**config.mk**
```make
export PLATFORM = sky130hd
export DESIGN_NAME = hpds_core
export DESIGN_NICKNAME = d
export VERILOG_FILES = /design/src/hdl/hpds_pkg.sv /design/src/hdl/hpds_mc_timer.sv /design/src/hdl/hpds_osc_monitor.sv /design/src/hdl/hpds_core.sv
export SDC_FILE = /design/constraint.sdc
export NUM_CORES = 1
export LEC_CHECK = 0
export BUFFER_PORTS_ARGS = -buffer_cell sky130_fd_sc_hd__buf_2
export CELL_PAD_IN_SITES_DETAIL_PLACEMENT = 1
export CELL_PAD_IN_SITES_GLOBAL_PLACEMENT = 1
export CORE_UTILIZATION = 40
export DETAILED_ROUTE_END_ITERATION = 10
export PLACE_DENSITY_LB_ADDON = 0.12
export SLEW_MARGIN = 10
export SYNTH_ARGS = -nofsm -noshare
export SYNTH_HDL_FRONTEND = slang
export SYNTH_SLANG_ARGS = --single-unit
export TNS_END_PERCENT = 10
```
**constraint.sdc**
```tcl
create_clock -name core_clk_i -period 2.7 [get_ports core_clk_i]
set_input_delay 0.27 -clock core_clk_i [delete_from_list [all_inputs] [get_ports core_clk_i]]
set_output_delay 0.27 -clock core_clk_i [all_outputs]
set_load 0.02 [all_outputs]
```
**src/hdl/hpds_pkg.sv**
```systemverilog
// Shared constants for the hardware power down sequencer
package hpds_pkg;

	// Machine cycle length in core clocks
	localparam int unsigned MC_CLKS       = 12;
	// Internal reset length in machine cycles on power down entry
	localparam int unsigned ENTRY_RST_MC  = 2;
	// Final reset after oscillator recovery, in machine cycles
	localparam int unsigned FINAL_RST_MC  = 2;
	// RC clocks the oscillator monitor waits after the crystal is good
	localparam int unsigned OSC_OK_CLKS   = 768;
	localparam int unsigned CNT_W         = 10;
	// Pin state codes for strobes and ports
	localparam logic        STROBE_IDLE   = 1'b1;
	localparam logic        STROBE_SWPD   = 1'b0;
	localparam logic        STROBE_RESET  = 1'b1;
	localparam logic [7:0]  PORT_RESET    = 8'hFF;

	typedef enum logic [2:0] {
		HPDS_RUN,
		HPDS_ENTRY_RST,
		HPDS_PULSE_RST,
		HPDS_FLOAT,
		HPDS_OSC_WAIT,
		HPDS_FINAL_RST
	} hpds_state_t;

endpackage

```
**src/hdl/hpds_mc_timer.sv**
```systemverilog
// Machine cycle timer: one pulse per machine cycle
`timescale 1ns/1ps
module hpds_mc_timer #(
	parameter int unsigned CLKS = hpds_pkg::MC_CLKS
) (
	// Clock and reset
	input  wire logic core_clk_i,
	input  wire logic rst_b_i,
	// Machine cycle strobe
	output logic      mc_tick_o
);

	logic [7:0] cnt_q;
	logic [7:0] cnt_d;
	wire        wrap = (cnt_q == 8'(CLKS - 1));

	assign cnt_d     = wrap ? 8'h00 : cnt_q + 8'h01;
	assign mc_tick_o = wrap;

	always_ff @(posedge core_clk_i or negedge rst_b_i) begin
		if (!rst_b_i) begin
			cnt_q <= 8'h00;
		end else begin
			cnt_q <= cnt_d;
		end
	end

endmodule

```
**src/hdl/hpds_osc_monitor.sv**
```systemverilog
// Oscillator failure monitor: holds reset until crystal is stable
`timescale 1ns/1ps
module hpds_osc_monitor #(
	parameter int unsigned OK_CLKS = hpds_pkg::OSC_OK_CLKS
) (
	// Clock and reset
	input  wire logic core_clk_i,
	input  wire logic rst_b_i,
	// Oscillator status
	input  wire logic xtal_running_i,
	input  wire logic enable_i,
	// Result
	output logic      xtal_ok_o
);

	localparam int unsigned W = hpds_pkg::CNT_W;

	logic [W-1:0] cnt_q;
	wire          done = (cnt_q == W'(OK_CLKS));

	assign xtal_ok_o = done;

	// A running crystal must be seen for OK_CLKS clocks; any drop restarts
	always_ff @(posedge core_clk_i or negedge rst_b_i) begin
		if (!rst_b_i) begin
			cnt_q <= '0;
		end else if (!enable_i || !xtal_running_i) begin
			cnt_q <= '0;
		end else if (!done) begin
			cnt_q <= cnt_q + 1'b1;
		end
	end

endmodule

```
**src/hdl/hpds_core.sv**
```systemverilog
// Hardware power down sequencer and power-saving pin control
`timescale 1ns/1ps
module hpds_core #(
	parameter int unsigned ENTRY_MC = hpds_pkg::ENTRY_RST_MC,
	parameter int unsigned FINAL_MC = hpds_pkg::FINAL_RST_MC,
	parameter int unsigned OSC_CLKS = hpds_pkg::OSC_OK_CLKS
) (
	// Clock and external reset (RESET pin, active low)
	input  wire logic       core_clk_i,
	input  wire logic       rst_b_i,
	// Power down pins
	input  wire logic       hw_powerdown_n_i,
	input  wire logic       pwrsave_en_wdt_autostart_i,
	// Core state
	input  wire logic       idle_mode_i,
	input  wire logic       sw_pd_mode_i,
	input  wire logic       ext_code_i,
	input  wire logic [7:0] p0_data_i,
	input  wire logic [7:0] p2_data_i,
	input  wire logic [7:0] p2_addr_i,
	input  wire logic       ale_run_i,
	input  wire logic       prog_store_strobe_run_i,
	input  wire logic       xtal_running_i,
	// Strobes
	output logic            ale_o,
	output logic            ale_oe_o,
	output logic            prog_store_strobe_o,
	output logic            prog_store_strobe_oe_o,
	// Ports 0 and 2
	output logic [7:0]      p0_o,
	output logic            p0_oe_o,
	output logic [7:0]      p2_o,
	output logic            p2_oe_o,
	// Other ports and input gating
	output logic            ports_float_o,
	output logic            port_in_en_o,
	output logic            pwrsave_pullup_en_o,
	// Software mode permission
	output logic            sw_modes_allowed_o,
	// Oscillators and clock
	output logic            xtal_osc_en_o,
	output logic            rc_osc_en_o,
	output logic            clk_sel_xtal_o,
	// Chip reset and status
	output logic            int_rst_o,
	output logic            wdt_stop_o,
	output logic            wdt_status_flag_clr_o,
	output logic            osc_failure_monitor_o,
	output logic            osc_status_set_o,
	output logic            wdt_autostart_o,
	output logic            wdt_start_o
);

	hpds_pkg::hpds_state_t state_q;
	hpds_pkg::hpds_state_t state_d;

	logic       mc_tick;
	logic       xtal_ok;
	logic       pd_sample_q;
	logic [1:0] mc_cnt_q;
	logic [1:0] mc_cnt_d;
	logic       autostart_q;
	logic       strap_done_q;
	logic       restart_q;

	// Machine cycle strobe
	hpds_mc_timer #(
		.CLKS (hpds_pkg::MC_CLKS)
	) u_mc (
		.core_clk_i (core_clk_i),
		.rst_b_i    (rst_b_i),
		.mc_tick_o  (mc_tick)
	);

	// Oscillator recovery monitor
	hpds_osc_monitor #(
		.OK_CLKS (OSC_CLKS)
	) u_osc (
		.core_clk_i     (core_clk_i),
		.rst_b_i        (rst_b_i),
		.xtal_running_i (xtal_running_i),
		.enable_i       (state_q == hpds_pkg::HPDS_OSC_WAIT),
		.xtal_ok_o      (xtal_ok)
	);

	// Pin sample, taken once per machine cycle
	always_ff @(posedge core_clk_i or negedge rst_b_i) begin
		if (!rst_b_i) begin
			pd_sample_q <= 1'b0;
		end else if (mc_tick) begin
			pd_sample_q <= !hw_powerdown_n_i;
		end
	end

	wire pd_active  = pd_sample_q;
	wire mc_last    = (mc_cnt_q == 2'(ENTRY_MC - 1));
	wire fin_last   = (mc_cnt_q == 2'(FINAL_MC - 1));
	wire in_reset   = (state_q == hpds_pkg::HPDS_ENTRY_RST) || (state_q == hpds_pkg::HPDS_PULSE_RST)
		|| (state_q == hpds_pkg::HPDS_OSC_WAIT) || (state_q == hpds_pkg::HPDS_FINAL_RST);
	wire floating   = (state_q == hpds_pkg::HPDS_FLOAT);
	wire pin_pd_now = !hw_powerdown_n_i;

	// Sequencer; the external reset is the async reset and so always overrides it
	always_comb begin
		state_d  = state_q;
		mc_cnt_d = mc_cnt_q;
		unique case (state_q)
			hpds_pkg::HPDS_RUN: begin
				if (mc_tick && pd_active) begin
					state_d  = hpds_pkg::HPDS_ENTRY_RST;
					mc_cnt_d = 2'd0;
				end
			end
			hpds_pkg::HPDS_ENTRY_RST: begin
				if (mc_tick) begin
					mc_cnt_d = mc_cnt_q + 2'd1;
					if (mc_last) begin
						// Pin still sampled low: go down, else a plain reset pulse
						state_d  = pd_active ? hpds_pkg::HPDS_FLOAT : hpds_pkg::HPDS_RUN;
						mc_cnt_d = 2'd0;
					end
				end
			end
			hpds_pkg::HPDS_PULSE_RST: begin
				state_d = hpds_pkg::HPDS_RUN;
			end
			hpds_pkg::HPDS_FLOAT: begin
				// Oscillators stopped: the machine tick is not trusted, watch the pin
				if (!pin_pd_now) begin
					state_d = hpds_pkg::HPDS_OSC_WAIT;
				end
			end
			hpds_pkg::HPDS_OSC_WAIT: begin
				if (xtal_ok) begin
					state_d  = hpds_pkg::HPDS_FINAL_RST;
					mc_cnt_d = 2'd0;
				end
			end
			hpds_pkg::HPDS_FINAL_RST: begin
				if (mc_tick) begin
					mc_cnt_d = mc_cnt_q + 2'd1;
					if (fin_last) begin
						state_d  = hpds_pkg::HPDS_RUN;
						mc_cnt_d = 2'd0;
					end
				end
			end
			default: begin
				state_d = hpds_pkg::HPDS_RUN;
			end
		endcase
	end

	always_ff @(posedge core_clk_i or negedge rst_b_i) begin
		if (!rst_b_i) begin
			state_q  <= hpds_pkg::HPDS_RUN;
			mc_cnt_q <= 2'd0;
		end else begin
			state_q  <= state_d;
			mc_cnt_q <= mc_cnt_d;
		end
	end

	// Auto-start strap caught on the first clock after hardware reset release only
	always_ff @(posedge core_clk_i or negedge rst_b_i) begin
		if (!rst_b_i) begin
			strap_done_q <= 1'b0;
			autostart_q  <= 1'b0;
		end else if (!strap_done_q) begin
			strap_done_q <= 1'b1;
			autostart_q  <= pwrsave_en_wdt_autostart_i;
		end
	end

	// One-cycle marker at the end of a restart from hardware power down
	always_ff @(posedge core_clk_i or negedge rst_b_i) begin
		if (!rst_b_i) begin
			restart_q <= 1'b0;
		end else begin
			restart_q <= (state_q == hpds_pkg::HPDS_FINAL_RST) && (state_d == hpds_pkg::HPDS_RUN);
		end
	end

	// Software mode pin states; reset and float take precedence
	wire swpd = sw_pd_mode_i && !idle_mode_i;
	wire idle = idle_mode_i;
	wire strobe_val = idle ? hpds_pkg::STROBE_IDLE : (swpd ? hpds_pkg::STROBE_SWPD : 1'b0);
	wire sw_mode = idle || swpd;

	always_ff @(posedge core_clk_i or negedge rst_b_i) begin
		if (!rst_b_i) begin
			ale_o               <= hpds_pkg::STROBE_RESET;
			prog_store_strobe_o <= hpds_pkg::STROBE_RESET;
			p0_o                <= hpds_pkg::PORT_RESET;
			p2_o                <= hpds_pkg::PORT_RESET;
		end else if (in_reset || floating) begin
			ale_o               <= hpds_pkg::STROBE_RESET;
			prog_store_strobe_o <= hpds_pkg::STROBE_RESET;
			p0_o                <= hpds_pkg::PORT_RESET;
			p2_o                <= hpds_pkg::PORT_RESET;
		end else begin
			ale_o               <= sw_mode ? strobe_val : ale_run_i;
			prog_store_strobe_o <= sw_mode ? strobe_val : prog_store_strobe_run_i;
			p0_o                <= p0_data_i;
			p2_o                <= (ext_code_i && idle) ? p2_addr_i : p2_data_i;
		end
	end

	assign ale_oe_o               = !floating;
	assign prog_store_strobe_oe_o = !floating;
	assign p0_oe_o                = !floating && !(ext_code_i && sw_mode && !in_reset);
	assign p2_oe_o                = !floating;
	assign ports_float_o          = floating;
	assign port_in_en_o           = !floating;
	assign pwrsave_pullup_en_o    = !floating;
	assign sw_modes_allowed_o     = !pwrsave_en_wdt_autostart_i;
	assign xtal_osc_en_o          = !floating;
	assign rc_osc_en_o            = !floating;
	assign clk_sel_xtal_o         = (state_q != hpds_pkg::HPDS_OSC_WAIT) && !floating;
	assign int_rst_o              = in_reset || floating;
	assign wdt_stop_o             = (state_q == hpds_pkg::HPDS_ENTRY_RST);
	assign wdt_status_flag_clr_o  = (state_q == hpds_pkg::HPDS_ENTRY_RST);
	assign osc_failure_monitor_o  = (state_q == hpds_pkg::HPDS_OSC_WAIT);
	assign osc_status_set_o       = restart_q;
	assign wdt_autostart_o        = autostart_q;
	assign wdt_start_o            = restart_q && autostart_q;
endmodule

```
# Yosys cells after proc, flatten, opt, wreduce, memory -nomap -nowiden
# Index checks and enable logic that the tools add are counted.
# totals
output_inout_bits	36
ff_bits	45
input_bits	34
word_cells	81
# classes
n_reduce_logical	28
n_eq_ne	13
add_sub_neg	3
mux	25
# ops
op	count
8-bit two-way mux	4
3-bit two-way mux	7
10-bit two-way mux	2
3-bit one-hot mux with 5 select lines	1
10-bit by 1-bit adder with 10-bit output (second input constant)	1
10-bit equality test (second input constant)	1
2-bit two-way mux	5
1-bit logical AND	9
8-bit by 1-bit adder with 8-bit output (second input constant)	1
8-bit by 4-bit equality test with 1-bit output (second input constant)	1
1-bit logical NOT	8
3-bit by 2-bit equality test with 1-bit output (second input constant)	2
3-bit equality test (second input constant)	2
3-bit logical NOT	2
1-bit logical OR	6
2-bit inequality test (second input constant)	3
2-bit one-hot mux with 3 select lines	1
1-bit two-way mux	5
4-bit AND reduction	1
3-bit by 1-bit equality test with 1-bit output (second input constant)	1
3-bit inequality test (second input constant)	1
3-bit nonzero test	1
2-bit by 1-bit adder with 2-bit output (second input constant)	1
2-bit by 1-bit equality test with 1-bit output (second input constant)	1
other kinds (2)	2

# Logic depth before layout (Yosys ltp)
# depth
word_depth	8
ltp_mapped	6
mapped_depth_nobuf	6

# By module
# Synthesis repeated with hierarchy kept, for this count alone.
# unflattened
cells_unflattened	208
hier_area_um2	2210.9
# modules_own_cells
mod	n_inst	seq_area_each_um2	area_each_um2	cells_per_inst
hpds_core	1	698.2	1312.5	123
hpds_osc_monitor	1	250.2	534.3	55
hpds_mc_timer	1	200.2	364.1	30

# Least setup slack after synthesis
# Ideal clock, no wire load.
# synth_path
kind	reg2out
from	reg state_q[1]
to	out p2_oe_o
path_buffers	2
path_stages_with_launch	6
path_slack_ns	1.007
arrival_ns	1.423
cell_sequence	dfrtp_1 buf_4 nand2_1 nor2_1 inv_1 buf_4
# synth_between
elab_chain_len	2
# synth_lines
item	line_no	source
start, declared	hpds_core.sv:54	hpds_pkg::hpds_state_t state_q;
start signal, assigned	hpds_core.sv:156	state_q <= hpds_pkg::HPDS_RUN;
start signal, assigned	hpds_core.sv:159	state_q <= state_d;
3-bit by 2-bit equality test with 1-bit output	hpds_core.sv:100	wire floating = (state_q == hpds_pkg::HPDS_FLOAT);
net ports_float_o	hpds_core.sv:35	output logic ports_float_o,
1-bit logical NOT	--	
end, declared	hpds_core.sv:33	output logic p2_oe_o,
# The timed path passes the listed nets, and every way through them passes these cells.

# Worst setup path after layout
# layout_path
from	reg state_q[2]
to	out clk_sel_xtal_o
# layout_between
elab_chain_len	3
elab_cells_between_ends	4
# layout_lines
item	line_no	source
3-bit by 2-bit equality test with 1-bit output	hpds_core.sv:100	
1-bit logical NOT	hpds_core.sv:219	assign clk_sel_xtal_o = (state_q != hpds_pkg::HPDS_OSC_WAIT) && !floating;
1-bit logical AND *	hpds_core.sv:219	
end, declared	hpds_core.sv:43	output logic clk_sel_xtal_o,
# Mark *: on every way between the ends. The rest lies on a longest branch, timed or not.

==> summary.md <==
| Metric | Value |
|---|---|
| Outcome | `completed` |
| Final instance area | `2560 um2` |
| Core area | `4850 um2` |
| Max Fclk | `526 MHz` |
| Final setup fails | `0` |
| Cell Chain, Critical Path | `nor2b_2, nor2b_1, nor2_1, buf_2` |
| First-pass GRT wire length | `7820 um` |
| Num CTS Buffers | `5` |
| Top Layer Used | `met4` |
| Commonest cells post-synth | `dfrtp_1 (27), nand2_1 (24), nor2_1 (24)` |
| Setup crit end kind | `primary output` |
| EDFF count, synth | `0` |
| Number of post-CTS setup repair buffers | `0` |
| Critical path type | `register to primary output` |
| Simple-gate portion of the synthesized area | `23.9%` |
| Antenna diodes | `0` |
| Die Y | `74.1 um` |
| Yosys reg bits | `45` |
| Fill cells | `592` |
| Synth warnings | `0` |
| FFs w/ async S/R, synth | `100%` |
| Vias in the first global route | `1671` |
| Worst-Margin Slew | `0.948 ns` |
| Most frequent cell after synthesis | `dfrtp_1` |
| Top cell type by total area after synthesis | `dfrtp_1` |
| Min-Delay Path Class | `primary input to async pin` |
| Clock Pin Slew Worst Setup and Hold Paths | `0.09 ns` |
| Syn nets | `241` |
| Post-route DRC | `0` |
| Metal-1 WL | `2110 um` |
| CP max stage delay | `0.52 ns` |
| CTS resizes | `0` |
| Final period utilization | `70.4%` |
| Antenna-violating nets left | `0` |
| Critical Path Source Type | `register` |
| Initial core utilization | `42.8%` |
| DR WL met3 | `286 um` |
| Final-report max-slew violation count | `0` |
| Placed instance area | `2420 um2` |
| Main combinational cell family by area after synthesis | `simple AND/OR/NAND/NOR gates` |
| Placement row count | `25` |
| Post-synthesis xor/xnor area fraction | `5.90%` |
| Switch share | `33.9%` |
| Finished Core Util | `52.8%` |
| CTS tree | `yes` |
| Antenna violations before repair | `0` |
| WL per Instance | `13.9 um` |
| GP Congestion | `0.753` |
| HPWL Detailed | `3510 um` |
| Synth Flop Type | `dfrtp_1` |
| Setup Skew | `0.0132 ns` |
| I/O pins | `70` |
| Slowest stage cell on the critical path | `dfrtp_1` |
| RSZ-0062 raised after global routing | `no` |
| Vias post-DR | `1630` |
| Share of the synthesized area in the top cell type | `32.5%` |
| Pwr/cell area | `855 nW/um2` |
| Min Hold Slack | `0.102 ns` |
| LEAKAGE | `1.18 nW` |
| Sequential Power Share | `42.5%` |
| Cells after Synth | `204` |
| Drt first pass iters | `4` |
| Die Wd | `74.1 um` |
| Clock Sinks | `45` |
| H-tree levels | `2` |
| Root Buffer | `clkbuf_8` |
| Compound-gate portion of the synthesized area | `6.02%` |
| Synth unique cells | `41` |
| Crit path arrival time | `1.63 ns` |
| Min Tclk post-route | `1.90 ns` |
| Slew headroom | `36.8%` |
| CTS Buffer Depth | `2` |
| Setup_tns | `0 ns` |
| Multiplexer share of the synthesized area | `0.964%` |
| Cell internal pwr | `1.45 mW` |
| Register area share after synthesis | `55.3%` |
| Adder-Cell Fraction of Synth Area | `1.81%` |
| GRT overflow | `0` |
| Layout cells sized above 1 | `37.5%` |
| Post-Syn Area | `2080 um2` |
| Port Buf Inserts | `69` |
| Final hold viol count | `0` |
| Worst Setup SP | `state_q[2]$_DFF_PN0_` |
| Number of max-cap violations | `0` |
| Clock network fraction of total power | `27.6%` |
| Via density | `4.85` |
| Synth area leaders | `dfrtp_1 (33%), dfstp_2 (23%), nand3_1 (4.3%), nand2_1 (4.3%), nor2_1 (4.3%)` |
| WL final | `4660 um` |
| Starting DRT DRC Count | `113` |
| Area delta synth->final | `23.2%` |
| Post-layout nets | `305` |
| Peak VDD IR | `0.453 mV` |
| Critical R2R Launch | `u_osc.cnt_q[0]$_DFFE_PN0P_` |
| CP Max Fanout | `10` |
| Sw Pwr | `0.743 mW` |
| Hold_buf cts | `0` |
| Largest net degree at the start of global routing | `46` |
| Skew-Pair Late Insertion Delay | `0.30 ns` |
| CP required | `2.43 ns` |
| Die area | `5480 um2` |
| Combinational cell fraction of total power | `30.0%` |
| GRT Util Overall | `19.0%` |
| Syn Area/Cell | `10.2 um2` |
| Met2 WL | `2230 um` |
placed cells by master (no fill, tap or decap), types with 2 or more instances in the layout:
master	netlist	layout
and3_1	4	4
dfstp_2	18	18
nand2b_1	11	11
and2_1	3	3
nand2_1	24	24
clkbuf_8	0	5
dfrtp_1	27	27
nor3_1	3	3
nor2_1	24	24
a21oi_1	4	4
xor2_1	4	4
buf_2	2	69
o21ai_0	4	4
mux2i_1	2	2
bufinv_16	0	2
xnor2_1	10	10
nand3_1	18	18
ha_1	3	3
nand4_1	2	2
inv_1	9	9
per-layer routing:
layer  GRT usage [%]  vias up
li1                -      791
met1            24.8      783
met2            30.7       52
met3            5.69        4
met4            5.13        0
met5               0        -
path summary, 6_finish.rpt:
path	endpoint	slack (ns)	cells past startpoint
worst max-delay path	clk_sel_xtal_o	0.80	4
worst min-delay path	u_osc.cnt_q[2]$_DFFE_PN0P_	0.10	1
worst max register to register	mc_cnt_q[0]$_DFFE_PN0P_	1.13	6
worst min register to register	wdt_autostart_o$_DFFE_PN0N_	0.45	1
max in group asynchronous	u_osc.cnt_q[9]$_DFFE_PN0P_	1.99	1
min in group core_clk_i	p0_o[3]$_DFF_PN1_	0.15	2
logic make-up after synthesis:
logic type      Yosys count
fa+ha+maj                 3
simple gates             98
other cells               1
flops                    45
mux                       2
compound gates           19
xor+xnor                 14
buf+inv                  22
flip-flops by register name, summed over array words and instances, names as in the netlist:
name and cells:
u_mc.cnt_q 8, p0_o 8, strap_done_q 1, mc_cnt_q 2
wdt_autostart_o 1, osc_status_set_o 1, u_osc.cnt_q 10, prog_store_strobe_o 1
state_q 3, p2_o 8, pd_active 1, ale_o 1
metrics by stage:
stage / worst slack (ns) / cells / total power, mW
2_1_floorplan: 1.01 / 204 / 1.39
3_3_place_gp: 1.15 / 328 / 1.60
3_5_place_dp: 1.11 / 328 / 1.61
4_1_cts: 0.766 / 336 / 2.22
5_1_grt: 0.677 / 336 / 2.33
6_report: 0.800 / 336 / 2.19
power by group through the flow:
stage / registers [mW] / clock network (mW) / logic (mW)
2_1_floorplan: 1.05 / 0 / 0.347
3_3_place_gp: 0.939 / 0 / 0.658
3_5_place_dp: 0.943 / 0 / 0.669
4_1_cts: 0.932 / 0.618 / 0.671
5_1_grt: 0.954 / 0.647 / 0.730
6_report: 0.930 / 0.603 / 0.656
final cells by class:
cell class / count / area, um2 / area share [%]
Multi-Input combinational cell: 137 / 806 / 31.5
Timing Repair Buffer: 70 / 353 / 13.8
Tap cell: 67 / 83.8 / 3.28
Clock inverter: 3 / 65.1 / 2.54
Sequential cell: 45 / 1150 / 44.9
Clock buffer: 5 / 68.8 / 2.69
Inverter: 9 / 33.8 / 1.32
worst max-delay path, delay by kind of cell, from the launching register on:
kind	cells	cell delay, ns
DFF	1	0.52
and+or+nand+nor	3	0.64
buffers and inverters	1	0.17
No activity file was read; power rests on OpenSTA's default activity.
